===== src/verilog/trig_params.svh =====
// Constants for the trigger debounce and sequence capture block
`ifndef TRIG_PARAMS_SVH
`define TRIG_PARAMS_SVH

// Clock and time base
`define CLK_PERIOD_NS 50
`define US_NS 1000
`define US_CYCLES (`US_NS / `CLK_PERIOD_NS)

// Programmable limits in microseconds
`define DEBOUNCE_MAX_US 20000
`define DELAY_MAX_US 5000000

// Field widths
`define DBC_W 15
`define DLY_W 23
`define BURST_W 8
`define TBL_AW 4
`define TBL_DEPTH 16
`define EXP_W 24
`define GAIN_W 16
`define PRE_W 8

// Trigger source selector codes
`define SRC_ISO 2'h0
`define SRC_GL0 2'h1
`define SRC_GL1 2'h2

// Reset values
`define IDX_RST 4'h0
`define DBC_CNT_RST 15'h0000
`define DLY_CNT_RST 23'h000000

`endif


===== src/verilog/trig_pkg.sv =====
// Types shared by the trigger debounce and sequence capture block
`default_nettype none

package trig_pkg;

    // Burst sequencer states, Gray coded along the path from ST_IDLE to ST_FRAME
    typedef enum logic [2:0] {
        ST_IDLE  = 3'h0,
        ST_DELAY = 3'h1,
        ST_FETCH = 3'h3,
        ST_LOAD  = 3'h2,
        ST_FRAME = 3'h6
    } seq_state_t;

endpackage : trig_pkg

`default_nettype wire


===== src/verilog/seq_table_mem.sv =====
// Per-index exposure and gain table with registered read data
`timescale 1ns/10ps
`default_nettype none
`include "trig_params.svh"

module seq_table_mem (
    input wire logic clk,
    // Write side
    input wire logic wr_en,
    input wire logic [`TBL_AW-1:0] wr_addr,
    input wire logic [`EXP_W+`GAIN_W-1:0] wr_data,
    // Read side
    input wire logic [`TBL_AW-1:0] rd_addr,
    output logic [`EXP_W+`GAIN_W-1:0] rd_data_q
);

    logic [`EXP_W+`GAIN_W-1:0] mem [`TBL_DEPTH];

    // Plain synchronous RAM, no reset so it maps to block memory
    always_ff @(posedge clk) begin
        if (wr_en) begin
            mem[wr_addr] <= wr_data;
        end
        rd_data_q <= mem[rd_addr];
    end

endmodule : seq_table_mem
`default_nettype wire


===== src/verilog/trigger_debounce_sequence_capture.sv =====
// Trigger line conditioning and hardware sequence burst capture
`timescale 1ns/10ps
`default_nettype none
`include "trig_params.svh"

module trigger_debounce_sequence_capture #(
    parameter int unsigned US_TICKS = `US_CYCLES
) (
    // Clock and reset
    input wire logic clk,
    input wire logic resetn,
    // Isolated lines
    input wire logic iso_in,
    output logic iso_out_q,
    // General line zero
    input wire logic general_line_zero_in,
    output logic general_line_zero_out_q,
    output logic general_line_zero_oe_n_q,
    // General line one
    input wire logic general_line_one_in,
    output logic general_line_one_out_q,
    output logic general_line_one_oe_n_q,
    // Line configuration
    input wire logic [1:0] line_dir_out,
    input wire logic [1:0] line_out_val,
    input wire logic [1:0] trig_src,
    input wire logic trig_falling,
    input wire logic [`DBC_W-1:0] debounce_us,
    input wire logic [`DLY_W-1:0] delay_us,
    // Burst configuration
    input wire logic [`BURST_W-1:0] burst_len,
    input wire logic [`TBL_AW:0] table_num,
    // Table write port
    input wire logic tbl_wr,
    input wire logic [`TBL_AW-1:0] tbl_addr,
    input wire logic [`EXP_W-1:0] tbl_exposure,
    input wire logic [`GAIN_W-1:0] tbl_gain,
    // Frame handshake with sensor timing
    input wire logic frame_done,
    output logic frame_start_q,
    output logic [`EXP_W-1:0] frame_exposure_q,
    output logic [`GAIN_W-1:0] frame_gain_q,
    output logic [`TBL_AW-1:0] frame_index_q,
    // Status
    output logic busy_q,
    output logic trig_accept_q,
    output logic trig_drop_q
);

    // Next table index with wrap on the programmed entry count
    function automatic logic [`TBL_AW-1:0] next_index(
        input logic [`TBL_AW-1:0] idx,
        input logic [`TBL_AW:0] num
    );
        logic [`TBL_AW:0] inc;
        inc = {1'b0, idx} + 5'h01;
        if (inc >= num) begin
            next_index = `IDX_RST;
        end else begin
            next_index = idx + 4'h1;
        end
    endfunction : next_index

    // Prescaler step: wraps at one microsecond
    function automatic logic [`PRE_W-1:0] pre_step(input logic [`PRE_W-1:0] p);
        if (p >= US_TICKS[`PRE_W-1:0] - 8'h01) begin
            pre_step = 8'h00;
        end else begin
            pre_step = p + 8'h01;
        end
    endfunction : pre_step

    trig_pkg::seq_state_t state_q;
    logic [2:0] iso_s1_q, iso_s2_q;
    logic sel_level, sel_valid, act;
    logic armed_q;
    logic [`PRE_W-1:0] dbc_pre_q, dly_pre_q;
    logic [`DBC_W-1:0] dbc_cnt_q, dbc_lim;
    logic [`DLY_W-1:0] dly_cnt_q, dly_lim;
    logic accept;
    logic [`BURST_W-1:0] frame_cnt_q;
    logic [`TBL_AW-1:0] index_q;
    logic [`EXP_W+`GAIN_W-1:0] rd_data_q;

    seq_table_mem seq_table_mem_i (
        .clk(clk),
        .wr_en(tbl_wr),
        .wr_addr(tbl_addr),
        .wr_data({tbl_exposure, tbl_gain}),
        .rd_addr(index_q),
        .rd_data_q(rd_data_q)
    );

    // Two-stage synchronisers for the three input pins
    always_ff @(posedge clk or negedge resetn) begin
        if (!resetn) begin
            iso_s1_q <= 3'h0;
            iso_s2_q <= 3'h0;
        end else begin
            iso_s1_q <= {general_line_one_in, general_line_zero_in, iso_in};
            iso_s2_q <= iso_s1_q;
        end
    end

    always_comb begin
        sel_level = 1'b0;
        sel_valid = 1'b0;
        case (trig_src)
            `SRC_ISO: begin
                sel_level = iso_s2_q[0];
                sel_valid = 1'b1;
            end
            `SRC_GL0: begin
                sel_level = iso_s2_q[1];
                sel_valid = ~line_dir_out[0];
            end
            `SRC_GL1: begin
                sel_level = iso_s2_q[2];
                sel_valid = ~line_dir_out[1];
            end
            default: begin
                sel_level = 1'b0;
                sel_valid = 1'b0;
            end
        endcase
    end

    // polarity picks rising or falling activation
    assign act = sel_valid & (sel_level ^ trig_falling);

    assign dbc_lim = (debounce_us > `DEBOUNCE_MAX_US) ? `DBC_W'(`DEBOUNCE_MAX_US) : debounce_us;
    assign dly_lim = (delay_us > `DELAY_MAX_US) ? `DLY_W'(`DELAY_MAX_US) : delay_us;

    always_ff @(posedge clk or negedge resetn) begin
        if (!resetn) begin
            dbc_pre_q <= 8'h00;
            dbc_cnt_q <= `DBC_CNT_RST;
        end else if (!act) begin
            dbc_pre_q <= 8'h00;
            dbc_cnt_q <= `DBC_CNT_RST;
        end else begin
            dbc_pre_q <= pre_step(dbc_pre_q);
            // Saturate just past the clamped limit dbc_lim
            if (dbc_pre_q == US_TICKS[`PRE_W-1:0] - 8'h01 && dbc_cnt_q <= dbc_lim) begin
                dbc_cnt_q <= dbc_cnt_q + 15'h0001;
            end
        end
    end

    assign accept = armed_q & act & (dbc_cnt_q > dbc_lim);

    // Edge arming: a line held active fires only once
    always_ff @(posedge clk or negedge resetn) begin
        if (!resetn) begin
            armed_q <= 1'b0;
        end else if (!act) begin
            armed_q <= 1'b1;
        end else if (accept) begin
            armed_q <= 1'b0;
        end
    end

    // Burst sequencer
    always_ff @(posedge clk or negedge resetn) begin
        if (!resetn) begin
            state_q <= trig_pkg::ST_IDLE;
        end else begin
            case (state_q)
                trig_pkg::ST_IDLE: begin
                    if (accept && burst_len != 8'h00) begin
                        state_q <= trig_pkg::ST_DELAY;
                    end
                end
                trig_pkg::ST_DELAY: begin
                    if (dly_cnt_q >= dly_lim) begin
                        state_q <= trig_pkg::ST_FETCH;
                    end
                end
                trig_pkg::ST_FETCH: begin
                    state_q <= trig_pkg::ST_LOAD;
                end
                trig_pkg::ST_LOAD: begin
                    state_q <= trig_pkg::ST_FRAME;
                end
                trig_pkg::ST_FRAME: begin
                    if (frame_done) begin
                        if (frame_cnt_q >= burst_len - 8'h01) begin
                            state_q <= trig_pkg::ST_IDLE;
                        end else begin
                            state_q <= trig_pkg::ST_FETCH;
                        end
                    end
                end
                default: begin
                    state_q <= trig_pkg::ST_IDLE;
                end
            endcase
        end
    end

    // Trigger delay counter in microseconds
    always_ff @(posedge clk or negedge resetn) begin
        if (!resetn) begin
            dly_pre_q <= 8'h00;
            dly_cnt_q <= `DLY_CNT_RST;
        end else if (state_q != trig_pkg::ST_DELAY) begin
            dly_pre_q <= 8'h00;
            dly_cnt_q <= `DLY_CNT_RST;
        end else begin
            dly_pre_q <= pre_step(dly_pre_q);
            if (dly_pre_q == US_TICKS[`PRE_W-1:0] - 8'h01) begin
                dly_cnt_q <= dly_cnt_q + 23'h000001;
            end
        end
    end

    always_ff @(posedge clk or negedge resetn) begin
        if (!resetn) begin
            frame_cnt_q <= 8'h00;
        end else if (state_q == trig_pkg::ST_IDLE) begin
            frame_cnt_q <= 8'h00;
        end else if (state_q == trig_pkg::ST_FRAME && frame_done) begin
            frame_cnt_q <= frame_cnt_q + 8'h01;
        end
    end

    always_ff @(posedge clk or negedge resetn) begin
        if (!resetn) begin
            index_q <= `IDX_RST;
        end else if (state_q == trig_pkg::ST_FRAME && frame_done) begin
            index_q <= next_index(index_q, table_num);
        end else if ({1'b0, index_q} >= table_num && state_q == trig_pkg::ST_IDLE) begin
            // Table shrunk below the current index
            index_q <= `IDX_RST;
        end
    end

    // frame takes its entry's exposure and gain
    always_ff @(posedge clk or negedge resetn) begin
        if (!resetn) begin
            frame_start_q <= 1'b0;
            frame_exposure_q <= 24'h000000;
            frame_gain_q <= 16'h0000;
            frame_index_q <= `IDX_RST;
        end else begin
            frame_start_q <= (state_q == trig_pkg::ST_LOAD);
            if (state_q == trig_pkg::ST_LOAD) begin
                frame_exposure_q <= rd_data_q[`EXP_W+`GAIN_W-1:`GAIN_W];
                frame_gain_q <= rd_data_q[`GAIN_W-1:0];
                frame_index_q <= index_q;
            end
        end
    end

    // Status pulses and busy level
    always_ff @(posedge clk or negedge resetn) begin
        if (!resetn) begin
            busy_q <= 1'b0;
            trig_accept_q <= 1'b0;
            trig_drop_q <= 1'b0;
        end else begin
            busy_q <= (state_q != trig_pkg::ST_IDLE);
            trig_accept_q <= accept && state_q == trig_pkg::ST_IDLE && burst_len != 8'h00;
            trig_drop_q <= accept && state_q != trig_pkg::ST_IDLE;
        end
    end

    // line directions; isolated output always driven
    always_ff @(posedge clk or negedge resetn) begin
        if (!resetn) begin
            iso_out_q <= 1'b0;
            general_line_zero_out_q <= 1'b0;
            general_line_one_out_q <= 1'b0;
            general_line_zero_oe_n_q <= 1'b1;
            general_line_one_oe_n_q <= 1'b1;
        end else begin
            // Busy shown so equipment can hold off triggers
            iso_out_q <= (state_q != trig_pkg::ST_IDLE);
            general_line_zero_out_q <= line_out_val[0];
            general_line_one_out_q <= line_out_val[1];
            general_line_zero_oe_n_q <= ~line_dir_out[0];
            general_line_one_oe_n_q <= ~line_dir_out[1];
        end
    end

endmodule : trigger_debounce_sequence_capture
`default_nettype wire


===== config.mk =====
export PLATFORM = sky130hd
export DESIGN_NAME = trigger_debounce_sequence_capture
export DESIGN_NICKNAME = d
export VERILOG_FILES = /design/src/verilog/trig_pkg.sv /design/src/verilog/seq_table_mem.sv /design/src/verilog/trigger_debounce_sequence_capture.sv
export VERILOG_INCLUDE_DIRS = /design/src /design/src/verilog
export SDC_FILE = /design/constraint.sdc
export NUM_CORES = 1
export LEC_CHECK = 0
export BUFFER_PORTS_ARGS = -buffer_cell sky130_fd_sc_hd__buf_2
export CORE_UTILIZATION = 52
export CTS_CLUSTER_DIAMETER = 200
export DETAILED_ROUTE_END_ITERATION = 6
export PLACE_DENSITY = 0.69
export SLEW_MARGIN = 20
export SYNTH_ARGS = -nofsm -noshare
export SYNTH_HDL_FRONTEND = slang
export SYNTH_SLANG_ARGS = --single-unit

===== constraint.sdc =====
create_clock -name clk -period 3.8 [get_ports clk]
set_input_delay 0.38 -clock clk [delete_from_list [all_inputs] [get_ports clk]]
set_output_delay 0.38 -clock clk [all_outputs]
set_load 0.01 [all_outputs]

# Yosys cells after proc, flatten, opt, wreduce, memory -nomap -nowiden
# Memory sizes are Yosys's and may differ from the RTL's. A register that Yosys moved wholly into a read port is not among the register bits.
# Index checks and enable logic that the tools add are counted.
[word_totals]
regBits = 128
ramBits = 640
out_inout_bits = 53
wordCells = 101
memories = 1
[memory_table]
columns = ["memory", "depth", "word_bits", "read_ports", "rd_clocked_by_memory_dff", "wr", "line_no", "source"]
rows = [
  ["seq_table_mem_i.mem", 16, 40, 1, 1, 1, "seq_table_mem.sv:17", "logic [`EXP_W+`GAIN_W-1:0] mem [`TBL_DEPTH];"],
]
[classes]
addsub = 8
magnitude_cmp = 10
eq_ne = 14
n_mux = 26
n_bitwise = 6
n_reduce_logical = 15
[ops]
columns = ["operator", "n"]
rows = [
  ["$mux W23", 3],
  ["$mux W8", 6],
  ["$mux W15", 3],
  ["$add A8 B1 Y8 const B", 3],
  ["$add A23 B1 Y23 const B", 1],
  ["$ge A23 B23 Y1", 1],
  ["$gt A23 B23 Y1 const B", 1],
  ["$eq A8 B5 Y1 const B", 2],
  ["$ge A8 B5 Y1 const B", 2],
  ["$add A15 B1 Y15 const B", 1],
  ["$gt A15 B15 Y1", 1],
  ["$gt A15 B15 Y1 const B", 1],
  ["$le A15 B15 Y1", 1],
  ["$pmux W3 S5", 1],
  ["$mux W4", 3],
  ["$mux W3", 3],
  ["$ge A8 B8 Y1", 1],
  ["$reduce_bool A8 Y1", 1],
  ["$sub A8 B1 Y8 const B", 1],
  ["$logic_and A1 B1 Y1", 7],
  ["$eq A3 B2 Y1 const B", 2],
  ["$ne A2 B2 Y1 const B", 3],
  ["$pmux W1 S3", 2],
  ["$reduce_bool A2 Y1", 3],
  ["19 further kinds", 26],
]

# Longest topological paths before layout
[logic_depth]
ltp_word = 9
ltp_mapped = 15
ltp_nobuf = 13

# By module
# From an unflattened synthesis, not the netlist that was laid out.
[unflattened]
hier_cells = 1706
area_unflattened_um2 = 32094.5
[by_module_without_submodules]
columns = ["mod", "n_inst", "cells_per_inst", "area_per_inst_um2", "seq_area_each_um2"]
rows = [
  ["seq_table_mem", 1, 1040, 25131.6, 20019.2],
  ["trigger_debounce_sequence_capture", 1, 666, 6962.9, 3205.6],
]

# Worst setup path after synthesis
# No wires, ideal clock.
[synth_path]
path_kind = "input -> register"
from = "input port tbl_addr[2]"
to = "memory seq_table_mem_i.mem[0][0] (netlist bit) (enable)"
setup_time_ns = 0.487
arrival_time_ns = 3.635
required_time_ns = 3.313
setup_slack_ns = -0.322
path_stages = 2
cell_sequence = "or3b_2 > nor3_1"
[synth_rtl]
columns = ["item", "line_no", "source"]
rows = [
  ["start, declared", "trigger_debounce_sequence_capture.sv:35", "input wire logic [`TBL_AW-1:0] tbl_addr,"],
  ["end, declared", "seq_table_mem.sv:17", ""],
]
# Straight into the memory's write port.

# Final worst setup path
[layout_path]
from = "input port debounce_us[0]"
to = "register dbc_cnt_q[12]"
[layout_via]
elab_chain_len = 5
[layout_lines]
columns = ["item", "line_no", "source"]
rows = [
  ["start, declared", "trigger_debounce_sequence_capture.sv:28", "input wire logic [`DBC_W-1:0] debounce_us,"],
  ["$gt A15 B15 Y1 (no line)", "-", ""],
  ["$mux W15 *", "trigger_debounce_sequence_capture.sv:131", "assign dbc_lim = (debounce_us > `DEBOUNCE_MAX_US) ? `DBC_W'(`DEBOUNCE_MAX_US) : debounce_us;"],
  ["$le A15 B15 Y1 *", "trigger_debounce_sequence_capture.sv:144", "if (dbc_pre_q == US_TICKS[`PRE_W-1:0] - 8'h01 && dbc_cnt_q <= dbc_lim) begin"],
  ["$logic_and A1 B1 Y1 *", "trigger_debounce_sequence_capture.sv:144", ""],
  ["$ne A2 B1 Y1 (no line) *", "-", ""],
  ["end signal, assigned", "trigger_debounce_sequence_capture.sv:137", "dbc_cnt_q <= `DBC_CNT_RST;"],
  ["end signal, assigned", "trigger_debounce_sequence_capture.sv:140", "dbc_cnt_q <= `DBC_CNT_RST;"],
  ["end signal, assigned", "trigger_debounce_sequence_capture.sv:145", "dbc_cnt_q <= dbc_cnt_q + 15'h0001;"],
  ["end, declared", "trigger_debounce_sequence_capture.sv:78", "logic [`DBC_W-1:0] dbc_cnt_q, dbc_lim;"],
]
# Mark *: on every way between the ends. The rest lies on a longest branch, timed or not.
# A chain may end at the register's enable or synchronous reset.

==> metrics.txt <==
status finished clean; crit path from debounce_us[0]; Yosys warnings 0; clock latency on the worst-skew pair between 600 and 700 ps; clock root buffer clkbuf_16; Post-Syn Area per Cell 19.7 um2; CP most frequent cell a21oi_1; max-cap viol count 0; routability congestion estimate approximately 0.80; H-tree depth 3; # nets final 2010; area grow syn2layout 14.9%; worst-case reg-to-reg path depth 4; initial antenna violation count 6; setup violators final 0; DRT Pass-1 Iters 5; fin crit share 0.805; leading cell type in the layout, fill and taps excluded edfxtp_1; CTS tree built; fraction of registers with async set/reset 0.158; hold violation count in the final report 0; first-pass GRT wire length between 90 and 100 mm; Initial DRC Count about 1500; Setup crit end kind flop; Leak between 10 and 15 nW; worst slew pin tran 1100 ps; reg-to-reg slack, setup 1280 ps; dpl hpwl about 35 mm; DRC violations left 0; Die ar. between 60000 and 70000 um2; die height 249 um; fin worst setup slack between 700 and 800 ps; Worst slew margin 0.268; Critical Path RT between 4000 and 5000 ps; GRT Residual Overflow 0; Setup crit end dbc_cnt_q[12]$_DFFE_PN0P_; crit-path cells buf_2, or4_1, o21ai_0, a21oi_1, o31ai_1, buf_4, nand2_1, ha_1, a21oi_1, a21oi_1, o31ai_1, a21oi_2, buf_12, or4_1, a21oi_1; Sink Count between 800 and 900; WHS 47.1 ps; share of cells above drive strength 1 0.309; Total Neg Setup Slack 0 ps; worst hold stages 2; CP peak stage delay between 500 and 600 ps; Vias/cell between 5 and 6; Die Wd 249 um; Post-Syn Area ~32000 um2; register area ~23000 um2; post-route total power 23.5 mW; CTS max path bufs 3; Crit-path slowest cell or4_1; gate count of the mapped netlist approximately 1600; Final Cell Area about 37000 um2; GRT Util Overall 0.214; area of the multi-input gates 8370 um2; min Tclk post-route ~3100 ps; wire per inst approximately 24 um; Yosys cell types between 50 and 60; Port Buffers about 160; Rows 90; crit-path max FO 33; vias around 16000; CP startpoint kind primary input; pin count of the biggest net entering global routing 162; worst min path class in -> reg; core footprint 60400 um2; Reg clk slew, reported paths ~60 ps; setup bufs post-CTS 0; CTS Buf Count 81; Setup CP Type in -> reg; initial core utilization 0.527; FILL cells roughly 4300; final count of pins violating max slew 0; placed cell areas approximately 34000 um2; fmax about 330 MHz; DP Worst Slack around 120 ps; reg-to-reg endpoint dbc_cnt_q[12]$_DFFE_PN0P_; number of top-level pins roughly 160; most frequent cells in the layout edfxtp_1, mux4_2, buf_2, dfrtp_1, clkbuf_16; arrival time worst endpoint about 3600 ps; ys flop type edfxtp_1; Worst VDD drop roughly 0.54 mV; Power Dens Cells around 640 nW/um2; EDFF count, synth 640; Crit Reg-Reg Startpoint dbc_pre_q[5]$_DFF_PN0_; vias in the first global route 16500; Seq/Total Area, Yosys 0.730; synthesis-stage register bit count around 810; Final ANT Viol Nets 0; clk_skew approximately 20 ps; unrepaired setup endpoints after global routing false; Routed WL between 60 and 70 mm
-- logic make-up after synthesis --
family	after synthesis	share of synthesized area
and+or+nand+nor	255	0.0409
buffers and inverters	94	0.0118
adders and majority gates	63	0.0248
xor gates and xnor gates	41	0.0113
muxes	248	0.159
DFF	808	0.730
AOI/OAI and AO/OA	106	0.0225
other	1	0.000118
-- per-stage QoR --
stage               utilization  std cells
floorplan                     -       1621
global placement          0.561       2529
detailed placement        0.561       2529
CTS                       0.606       2686
global route              0.606       2686
finish                    0.606       2687
-- worst min path at each step --
| stage | slack (ps) | endpoint | from |
|---|---|---|---|
| final | 50 | state_q[2]$_DFFE_PN0P_ | frame_done |
| after detailed placement | 340 | iso_s2_q[2]$_DFF_PN0_ | iso_s1_q[2]$_DFF_PN0_ |
| after floorplan | 80 | armed_q$_DFFE_PN0P_ | resetn |
| after global routing | 30 | state_q[2]$_DFFE_PN0P_ | frame_done |
| after global placement | 330 | iso_s2_q[1]$_DFF_PN0_ | iso_s1_q[1]$_DFF_PN0_ |
| after CTS | 20 | state_q[2]$_DFFE_PN0P_ | frame_done |
-- area by class of cell --
cell class,count,area share
clock buffer,118,0.0634
clock inverter,31,0.00808
antenna,1,0.0000684
sequential,808,0.636
timing repair buffer,201,0.0344
inverter,27,0.00277
tap,782,0.0268
multi-input combinational,719,0.229
-- synthesized netlist by cell type, types with 11 or more instances --
library cell | n | area [um2]
a21o_1 | 11 | 82.6
a21oi_1 | 40 | 200
clkbuf_1 | 46 | 173
dfrtp_1 | 126 | 3150
dfxtp_1 | 40 | 801
edfxtp_1 | 640 | 19200
ha_1 | 63 | 788
inv_1 | 27 | 101
mux2_2 | 46 | 518
mux4_2 | 200 | 4500
nand2_1 | 44 | 165
nand3_1 | 32 | 160
nand4_1 | 18 | 113
nor2_1 | 71 | 267
nor2b_1 | 13 | 81.3
nor3_1 | 17 | 85.1
o21ai_0 | 14 | 70.1
o31ai_1 | 17 | 128
or4_1 | 15 | 113
xnor2_1 | 22 | 193
xor2_1 | 19 | 166
-- power by group --
part           leakage (nW)  internal (mW)  total (mW)  switching [mW]
Clock                  1.27           4.58        7.77            3.19
Combinational          3.62           2.74        4.97            2.23
Sequential             7.75           10.3        10.7           0.472
Total                  12.6           17.6        23.5            5.89
-- flip-flops by register name, summed over array words and instances (netlist names), 3 cells and up --
register                   flops
frame_cnt_q                    8
state_q                        3
iso_s2_q                       3
frame_index_q                  4
dly_cnt_q                     23
seq_table_mem_i.mem          640
seq_table_mem_i.rd_data_q     40
iso_s1_q                       3
frame_gain_q                  16
index_q                        4
dbc_pre_q                      8
frame_exposure_q              24
dly_pre_q                      8
dbc_cnt_q                     15
-- metal layers --
| metal | global-route usage | vias to the layer above | wire [um] |
|---|---|---|---|
| met3 | 0.0389 | 96 | 3950 |
| met2 | 0.336 | 481 | 31600 |
| met5 | 0 | - | 64 |
| met1 | 0.311 | 8347 | 28400 |
| met4 | 0.0616 | 10 | 1110 |
| li1 | - | 6976 | - |
-- repair_timing --
| action | 4_1_cts | 5_1_grt |
|---|---|---|
| resized for setup | 0 | 0 |
| hold buffers | 8 | 0 |
| hold endpoints to repair | 92 | 0 |
-- worst max-delay path: cells and delay by family --
family	cells	cell delay, ps
compound gates	8	1310
simple gates	3	1090
buf+inv	3	480
fa+ha+maj	1	310
(Power assumes the default switching activity.)
